### src/logic/dbc_pkg.sv
package dbc_pkg;
   // register byte offsets
   localparam logic [7:0] CFG_OFS = 8'h00;
   localparam logic [7:0] CTRL_OFS = 8'h04;
   localparam logic [7:0] STAT_OFS = 8'h08;
   // configuration field positions
   localparam int OUT0_BIT = 11;
   localparam int OUT1_BIT = 12;
   localparam int SYNC_RDY_BIT = 10;
   localparam int USER0_BIT = 8;
   localparam int USER1_BIT = 9;
   localparam int WAIT0_BIT = 6;
   localparam int WAIT1_BIT = 7;
   localparam int WIDTH_BIT = 5;
   // control and status field positions
   localparam int BUS_MODE_BIT = 0;
   localparam int BUSY_BIT = 0;
   localparam int MASTER_BIT = 1;
   localparam int DONE_CNT_LSB = 8;
   // values after reset
   localparam logic [1:0] PO_RST = 2'h0;
   localparam logic SYNC_RDY_RST = 1'b0;
   localparam logic [1:0] WC_RST = 2'h0;
   localparam logic WIDTH_RST = 1'b0;
   localparam logic BUS_MODE_RST = 1'b0;
   // least clocks of a memory cycle with an asynchronous ready
   localparam logic [2:0] ASYNC_MIN_CLKS = 3'h3;
   typedef enum {DBC_IDLE, DBC_T1, DBC_T2W, DBC_T2} dbc_state_e;
endpackage : dbc_pkg

### src/logic/dbc_sync2.sv
`timescale 1ns/1ps
`default_nettype none
module dbc_sync2 (
   input wire logic CLK,
   input wire logic RST,
   input wire logic d,
   output logic q
);
   logic s1_q;
   logic s1_d;
   logic s2_q;
   logic s2_d;

   always_comb begin
      s1_d = d;
      s2_d = s1_q;
   end

   always_ff @(posedge CLK) begin
      if (RST) begin
         s1_q <= 1'b0;
         s2_q <= 1'b0;
      end else begin
         s1_q <= s1_d;
         s2_q <= s2_d;
      end
   end

   assign q = s2_q;
endmodule : dbc_sync2
`default_nettype wire

### src/logic/dbc_top.sv
`timescale 1ns/1ps
`default_nettype none
module dbc_top (
   input wire logic CLK,
   input wire logic RST,
   input wire logic PSEL,
   input wire logic PENABLE,
   input wire logic PWRITE,
   input wire logic [7:0] PADDR,
   input wire logic [31:0] PWDATA,
   output logic [31:0] PRDATA,
   output logic PREADY,
   output logic PSLVERR,
   input wire logic DMA_REQ,
   input wire logic HOLD_ACKNOWLEDGE,
   input wire logic BUS_GRANT_ACKNOWLEDGE,
   input wire logic READY_IN_N,
   input wire logic [1:0] DATA_SIZE_ACK_N,
   input wire logic [1:0] USER_PINS_I,
   output logic [1:0] USER_PINS_O,
   output logic [1:0] USER_PINS_OE,
   output logic BUS_REQ,
   output logic CYCLE_START,
   output logic CYCLE_DONE,
   output logic DATA_WIDTH_32
);
   // register state
   logic [1:0] po_q, po_d;
   logic sync_rdy_q, sync_rdy_d;
   logic [1:0] usr_q, usr_d;
   logic [1:0] wc_q, wc_d;
   logic width_q, width_d;
   logic bus_mode_q, bus_mode_d;
   logic pready_q, pready_d;
   logic pslverr_q, pslverr_d;
   logic [31:0] prdata_q, prdata_d;
   // cycle state
   dbc_pkg::dbc_state_e st_q, st_d;
   logic [1:0] wait_q, wait_d;
   logic [2:0] clk_cnt_q, clk_cnt_d;
   logic [7:0] done_cnt_q, done_cnt_d;
   logic breq_q, breq_d;
   logic start_q, start_d;
   logic done_q, done_d;
   logic [1:0] uo_q, uo_d;
   logic [1:0] uoe_q, uoe_d;
   logic width_out_q, width_out_d;
   // ready path
   logic raw_ready;
   logic async_ready;
   logic cyc_ready;
   logic master;
   logic access;
   logic [31:0] cfg_rd;

   assign master = HOLD_ACKNOWLEDGE | BUS_GRANT_ACKNOWLEDGE;
   assign access = PSEL & PENABLE;

   assign raw_ready = bus_mode_q ? (DATA_SIZE_ACK_N != 2'h3) : ~READY_IN_N;

   dbc_sync2 u_rdy_sync (
      .CLK(CLK),
      .RST(RST),
      .d(raw_ready),
      .q(async_ready)
   );

   always_comb begin
      if (sync_rdy_q) begin
         cyc_ready = raw_ready;
      end else begin
         cyc_ready = async_ready && (clk_cnt_q >= dbc_pkg::ASYNC_MIN_CLKS);
      end
   end

   always_comb begin
      cfg_rd = 32'h0;
      cfg_rd[dbc_pkg::OUT1_BIT] = po_q[1];
      cfg_rd[dbc_pkg::OUT0_BIT] = po_q[0];
      cfg_rd[dbc_pkg::SYNC_RDY_BIT] = sync_rdy_q;
      cfg_rd[dbc_pkg::USER1_BIT] = usr_q[1];
      cfg_rd[dbc_pkg::USER0_BIT] = usr_q[0];
      cfg_rd[dbc_pkg::WAIT1_BIT] = wc_q[1];
      cfg_rd[dbc_pkg::WAIT0_BIT] = wc_q[0];
      cfg_rd[dbc_pkg::WIDTH_BIT] = width_q;
   end

   // register file and apb slave
   always_comb begin
      po_d = po_q;
      sync_rdy_d = sync_rdy_q;
      usr_d = usr_q;
      wc_d = wc_q;
      width_d = width_q;
      bus_mode_d = bus_mode_q;
      pready_d = 1'b0;
      pslverr_d = 1'b0;
      prdata_d = prdata_q;
      // answer one cycle into the access phase
      if (access && !pready_q) begin
         pready_d = 1'b1;
         prdata_d = 32'h0;
         if (PADDR == dbc_pkg::CFG_OFS) begin
            prdata_d = cfg_rd;
         end else if (PADDR == dbc_pkg::CTRL_OFS) begin
            prdata_d[dbc_pkg::BUS_MODE_BIT] = bus_mode_q;
         end else if (PADDR == dbc_pkg::STAT_OFS) begin
            prdata_d[dbc_pkg::BUSY_BIT] = (st_q != dbc_pkg::DBC_IDLE);
            prdata_d[dbc_pkg::MASTER_BIT] = master;
            prdata_d[dbc_pkg::DONE_CNT_LSB +: 8] = done_cnt_q;
         end else begin
            pslverr_d = 1'b1;
         end
      end
      if (access && pready_q && PWRITE) begin
         if (PADDR == dbc_pkg::CFG_OFS) begin
            po_d = {PWDATA[dbc_pkg::OUT1_BIT], PWDATA[dbc_pkg::OUT0_BIT]};
            sync_rdy_d = PWDATA[dbc_pkg::SYNC_RDY_BIT];
            wc_d = {PWDATA[dbc_pkg::WAIT1_BIT], PWDATA[dbc_pkg::WAIT0_BIT]};
            width_d = PWDATA[dbc_pkg::WIDTH_BIT];
         end else if (PADDR == dbc_pkg::CTRL_OFS) begin
            bus_mode_d = PWDATA[dbc_pkg::BUS_MODE_BIT];
         end
      end
      // last reset cycle sets the pin status
      if (RST) begin
         usr_d = USER_PINS_I;
      end
   end

   always_ff @(posedge CLK) begin
      usr_q <= usr_d;
      if (RST) begin
         po_q <= dbc_pkg::PO_RST;
         sync_rdy_q <= dbc_pkg::SYNC_RDY_RST;
         wc_q <= dbc_pkg::WC_RST;
         width_q <= dbc_pkg::WIDTH_RST;
         bus_mode_q <= dbc_pkg::BUS_MODE_RST;
         pready_q <= 1'b0;
         pslverr_q <= 1'b0;
         prdata_q <= 32'h0;
      end else begin
         po_q <= po_d;
         sync_rdy_q <= sync_rdy_d;
         wc_q <= wc_d;
         width_q <= width_d;
         bus_mode_q <= bus_mode_d;
         pready_q <= pready_d;
         pslverr_q <= pslverr_d;
         prdata_q <= prdata_d;
      end
   end

   // dma cycle sequencer
   always_comb begin
      st_d = st_q;
      wait_d = wait_q;
      clk_cnt_d = clk_cnt_q;
      done_cnt_d = done_cnt_q;
      start_d = 1'b0;
      done_d = 1'b0;
      breq_d = DMA_REQ | (st_q != dbc_pkg::DBC_IDLE);
      if (clk_cnt_q != 3'h7) begin
         clk_cnt_d = clk_cnt_q + 3'h1;
      end
      case (st_q)
         dbc_pkg::DBC_IDLE: begin
            if (DMA_REQ && master) begin
               st_d = dbc_pkg::DBC_T1;
               start_d = 1'b1;
               clk_cnt_d = 3'h1;
            end
         end
         dbc_pkg::DBC_T1: begin
            wait_d = wc_q;
            if (wc_q != 2'h0) begin
               st_d = dbc_pkg::DBC_T2W;
            end else begin
               st_d = dbc_pkg::DBC_T2;
            end
         end
         dbc_pkg::DBC_T2W: begin
            wait_d = wait_q - 2'h1;
            if (wait_q == 2'h1) begin
               st_d = dbc_pkg::DBC_T2;
            end
         end
         dbc_pkg::DBC_T2: begin
            if (cyc_ready) begin
               done_d = 1'b1;
               done_cnt_d = done_cnt_q + 8'h1;
               if (DMA_REQ && master) begin
                  st_d = dbc_pkg::DBC_T1;
                  start_d = 1'b1;
                  clk_cnt_d = 3'h1;
               end else begin
                  st_d = dbc_pkg::DBC_IDLE;
               end
            end
         end
         default: begin
            st_d = dbc_pkg::DBC_IDLE;
         end
      endcase
      // user pins follow output bits while master
      uo_d = master ? po_q : 2'h0;
      uoe_d = master ? 2'h3 : 2'h0;
      width_out_d = width_q;
   end

   always_ff @(posedge CLK) begin
      if (RST) begin
         st_q <= dbc_pkg::DBC_IDLE;
         wait_q <= 2'h0;
         clk_cnt_q <= 3'h0;
         done_cnt_q <= 8'h0;
         breq_q <= 1'b0;
         start_q <= 1'b0;
         done_q <= 1'b0;
         uo_q <= 2'h0;
         uoe_q <= 2'h0;
         width_out_q <= dbc_pkg::WIDTH_RST;
      end else begin
         st_q <= st_d;
         wait_q <= wait_d;
         clk_cnt_q <= clk_cnt_d;
         done_cnt_q <= done_cnt_d;
         breq_q <= breq_d;
         start_q <= start_d;
         done_q <= done_d;
         uo_q <= uo_d;
         uoe_q <= uoe_d;
         width_out_q <= width_out_d;
      end
   end

   assign PRDATA = prdata_q;
   assign PREADY = pready_q;
   assign PSLVERR = pslverr_q;
   assign USER_PINS_O = uo_q;
   assign USER_PINS_OE = uoe_q;
   assign BUS_REQ = breq_q;
   assign CYCLE_START = start_q;
   assign CYCLE_DONE = done_q;
   assign DATA_WIDTH_32 = width_out_q;
endmodule : dbc_top
`default_nettype wire

### config.mk
export PLATFORM = sky130hd
export DESIGN_NAME = dbc_top
export DESIGN_NICKNAME = d
export VERILOG_FILES = /design/src/logic/dbc_pkg.sv /design/src/logic/dbc_sync2.sv /design/src/logic/dbc_top.sv
export SDC_FILE = /design/constraint.sdc
export NUM_CORES = 1
export LEC_CHECK = 0
export BUFFER_PORTS_ARGS = -buffer_cell sky130_fd_sc_hd__clkbuf_2
export CAP_MARGIN = 0
export CORE_MARGIN = 5
export CORE_UTILIZATION = 47
export CTS_CLUSTER_SIZE = 14
export DETAILED_ROUTE_END_ITERATION = 6
export PLACE_DENSITY = 0.79
export SLEW_MARGIN = 20
export SYNTH_ARGS = -nofsm -noshare
export SYNTH_HDL_FRONTEND = slang
export SYNTH_HIERARCHICAL = 1
export SYNTH_SLANG_ARGS = --single-unit
export TNS_END_PERCENT = 1
### constraint.sdc
create_clock -name CLK -period 2.4 [get_ports CLK]
set_input_delay 0.12 -clock CLK [delete_from_list [all_inputs] [get_ports CLK]]
set_output_delay 0.12 -clock CLK [all_outputs]
set_load 0.02 [all_outputs]
==> metrics.json <==
{
  "setup_path": {
    "worstPathArrival_ns": 2.06,
    "cp_max_delay_cell": "a222oi_1",
    "worstSetupEndpointType": "flip-flop",
    "crit_path_max_fanout": 12,
    "startpoint_class_of_the_critical_path": "flip-flop",
    "reg2regPathDepth": 6,
    "path_class": "flip-flop to flip-flop",
    "worst_path_largest_cell_delay_ns": 0.52,
    "worst-r2r-setup-slack_ns": 0.56,
    "crit_family": "compound AO/OA/AOI/OAI gates",
    "crit_chain": "ha_1 > a211o_1 > a32oi_1 > buf_4 > a222oi_1 > mux2i_1",
    "worstReg2RegEnd": "st_q[1]$_SDFFE_PP0P_",
    "worstPathRequired_ns": 2.63,
    "crit_buf_inv": 1,
    "regToRegStartpoint": "clk_cnt_q[0]$_SDFF_PP0_"
  },
  "clock_network": {
    "clock_tree_from_tritoncts": "yes",
    "tritoncts.num_buffers": 5,
    "cts_sinks": 48,
    "max-clock-path-buffers": 2,
    "cts_htree_levels": 2,
    "post_cts.repair.setup_buffers": 0,
    "ctsRootBufferMaster": "clkbuf_8",
    "clk_latency_ns": 0.30,
    "worst_setup_hold_path_clk_slew_ns": 0.09
  },
  "yosys": {
    "avgSynthCellArea_um2": 9.47,
    "synth_compound_gate_area_share": 0.159,
    "edff_count_synth": 2,
    "muxShareOfSynthArea": 0.0502,
    "netlist_instances": 234,
    "ys_seq_elements": 48,
    "dominant_combinational_cell_family_by_area_after_synthesis": "simple AND/OR/NAND/NOR gates",
    "postSynth.topFlopCell": "dfxtp_1",
    "synth_async_sr_flop_share": 0,
    "ys_warn_count": 6,
    "synth_cell_types": 50,
    "synthXorXnorAreaFrac": 0.00395,
    "netlist_area_um2": 2220,
    "synth-seq-area-share": 0.442,
    "post_synth_and_or_nand_nor_area_fraction": 0.200,
    "post_synth_fa_ha_maj_area_fraction": 0.0395
  },
  "timing": {
    "final.min_clock_period_ns": 1.84,
    "timing_max_transition_violations_final": 0,
    "transition_time_at_the_pin_with_the_least_slew_margin_ns": 0.534,
    "grt_setup_unrepaired": "no",
    "setup_viol": 0,
    "tns_ns": 0,
    "final.period_utilization": 0.765,
    "finalHoldViolations": 0,
    "worst_slew_margin_relative_to_its_limit": 0.640,
    "fmax_ghz": 0.545,
    "fin_skew_ns": 0.00846
  },
  "finish": {
    "multiInputGateArea_um2": 1070,
    "fin_nets": 347,
    "fillerInstances": 444,
    "antenna_cells": 0,
    "drive_gt1_frac": 0.233,
    "area.sequential_um2": 981,
    "synthToLayoutAreaGrowth_pct": 15.3,
    "finish.cell_count_without_fillers": 342
  },
  "grt": {
    "grtUsageTotal": 0.158,
    "grt_first_pass_wirelength_um": 7820,
    "grt_antenna_before_repair": 0,
    "grt_max_degree": 34,
    "final_global_route_overflow_total": 0,
    "first_global_vias": 1716
  },
  "route": {
    "dr.first_iter.drc_count": 145,
    "total_length_of_routed_met3_wires_um": 277,
    "detail_route.drc_violations": 0,
    "detail_route.vias_per_cell": 5.29,
    "route.vias.total": 1809,
    "drt.antenna.violating_nets": 0,
    "drtPass1Iterations": 4,
    "routedWlPerCell_um": 13.6,
    "top_signal_layer_used": "met4",
    "met2_length_um": 2200,
    "drt-met1-wl_um": 2060,
    "totalWireLength_um": 4650
  },
  "min_path": {
    "hold-path-cell-count": 2,
    "hold_path.class": "input pin to flip-flop",
    "holdPathEnd": "BUS_REQ$_SDFF_PP0_",
    "hold_start": "DMA_REQ"
  },
  "flow_run": {
    "max-cap-violations": 0
  },
  "floorplanning": {
    "die_x_um": 78.7,
    "initial_utilization": 0.476,
    "core-area_um2": 4660,
    "top_level_ports": 95,
    "core.rowCount": 25,
    "die_outline_height_um": 78.7,
    "fp.dieArea_um2": 6190
  },
  "placed_design": {
    "dp_hpwl_um": 3580,
    "placed_cells": 332,
    "finalWeightedCongestion": 0.792,
    "placement.io_buffers": 50
  },
  "power_and_ir_drop": {
    "ir_worst_vdd_v": 0.000396,
    "p_seq_frac": 0.490,
    "switching_power_mw": 0.580,
    "internal-power_mw": 1.28,
    "switching_share": 0.312,
    "power-per-cell-area_nw_per_um2": 727,
    "p_leak_nw": 1.17,
    "comb_power_share": 0.243,
    "clockPowerShare": 0.267
  },
  "run_status": {
    "run_status": "completed"
  }
}
-- power groups by stage --
stage / Clock, mW / Sequential (mW) / Combinational [mW]
after CTS: 0.511 / 0.912 / 0.455
final: 0.497 / 0.911 / 0.452
after detailed placement: 0 / 0.930 / 0.444
after floorplan: 0 / 0.932 / 0.352
after global placement: 0 / 0.927 / 0.429
after global routing: 0.538 / 0.922 / 0.524
-- registers in the layout, indices dropped and copies added, names as in the netlist --
register / cells
PRDATA: 13
done_cnt_q: 8
clk_cnt_q: 3
USER_PINS_O: 2
po_q: 2
st_q: 2
usr_q: 2
wait_q: 2
wc_q: 2
BUS_REQ: 1
CYCLE_DONE: 1
CYCLE_START: 1
DATA_WIDTH_32: 1
PREADY: 1
PSLVERR: 1
USER_PINS_OE: 1
bus_mode_q: 1
sync_rdy_q: 1
u_rdy_sync/q: 1
u_rdy_sync/s1_q: 1
width_out_d: 1
-- Yosys cell counts (4+ instances only) --
library cell / n / area, um2
a211oi_1: 4 / 30.0
inv_1: 15 / 56.3
clkbuf_1: 4 / 15.0
buf_4: 20 / 150
nand3_1: 13 / 65.1
or2_2: 4 / 25.0
ha_1: 7 / 87.6
a222oi_1: 6 / 60.1
mux2i_1: 10 / 100
a21oi_1: 11 / 55.1
o21ai_0: 5 / 25.0
nand2_1: 12 / 45.0
o31ai_1: 5 / 37.5
dfxtp_1: 46 / 921
nor2b_1: 6 / 37.5
nor2_1: 19 / 71.3
-- how the worst max path moves through the flow --
stage / startpoint / end / slack [ns] / cells past startpoint
after floorplan: clk_cnt_q[0]$_SDFF_PP0_ / st_q[0]$_SDFFE_PP0P_ / 0.74 / 6
after global placement: clk_cnt_q[0]$_SDFF_PP0_ / st_q[0]$_SDFFE_PP0P_ / 0.63 / 6
after detailed placement: clk_cnt_q[0]$_SDFF_PP0_ / st_q[0]$_SDFFE_PP0P_ / 0.56 / 6
after CTS: clk_cnt_q[0]$_SDFF_PP0_ / st_q[1]$_SDFFE_PP0P_ / 0.56 / 6
after global routing: clk_cnt_q[0]$_SDFF_PP0_ / st_q[1]$_SDFFE_PP0P_ / 0.40 / 6
final: clk_cnt_q[0]$_SDFF_PP0_ / st_q[1]$_SDFFE_PP0P_ / 0.56 / 6
-- routing by layer --
metal / global-route usage / vias up
li1: - / 915
met1: 0.196 / 831
met2: 0.262 / 54
met3: 0.0333 / 9
met4: 0.0682 / 0
met5: 0 / -
-- cell families after synthesis --
family | count (synthesis)
flip-flops | 48
XOR/XNOR | 1
multiplexers | 11
adder cells (fa/ha/maj) | 7
AND/OR/NAND/NOR | 77
other | 1
AO/OA/AOI/OAI | 48
buffers and inverters | 41
-- layout by cell type, fill, tap and decap left out, types with 3 or more instances in the layout --
cell,synthesis,layout
a22o_1,3,3
conb_1,1,19
and2_1,3,3
dfxtp_1,46,46
nor2b_1,6,6
a222oi_1,6,6
clkbuf_2,0,50
inv_1,15,15
clkbuf_8,0,6
or2_2,4,4
mux2i_1,10,10
or4_1,3,3
a211oi_1,4,4
nor2_1,19,19
o31ai_1,5,5
nand3_1,13,13
o21ai_0,5,5
a21oi_1,11,11
nand2_1,12,12
ha_1,7,7
-- stage by stage --
stage / setup slack (ns) / hold WS (ns) / utilization / total power, mW / cell area [um2]
after global placement: 0.628 / 0.309 / 0.524 / 1.36 / 2440
after floorplan: 0.745 / 0.192 / - / 1.28 / 2280
after global routing: 0.396 / 0.0591 / 0.549 / 1.98 / 2560
after detailed placement: 0.561 / 0.306 / 0.524 / 1.37 / 2440
final: 0.564 / 0.0521 / 0.549 / 1.86 / 2560
after CTS: 0.562 / 0.0457 / 0.549 / 1.88 / 2560
-- cell type report --
cell class | instances | area share
well taps | 54 | 0.0264
clock buffers | 7 | 0.0338
flip-flops and latches | 48 | 0.384
repair buffers | 54 | 0.112
clock inverters | 1 | 0.00294
multi-input cells | 163 | 0.420
inverters | 15 | 0.0220
-- timing repair --
action,in CTS,in global routing
setup endpoints to repair,0,0
hold buffers,2,0
resized for setup,0,0
endpoints found under the hold margin,2,0
No activity file was read; power rests on OpenSTA's default activity.
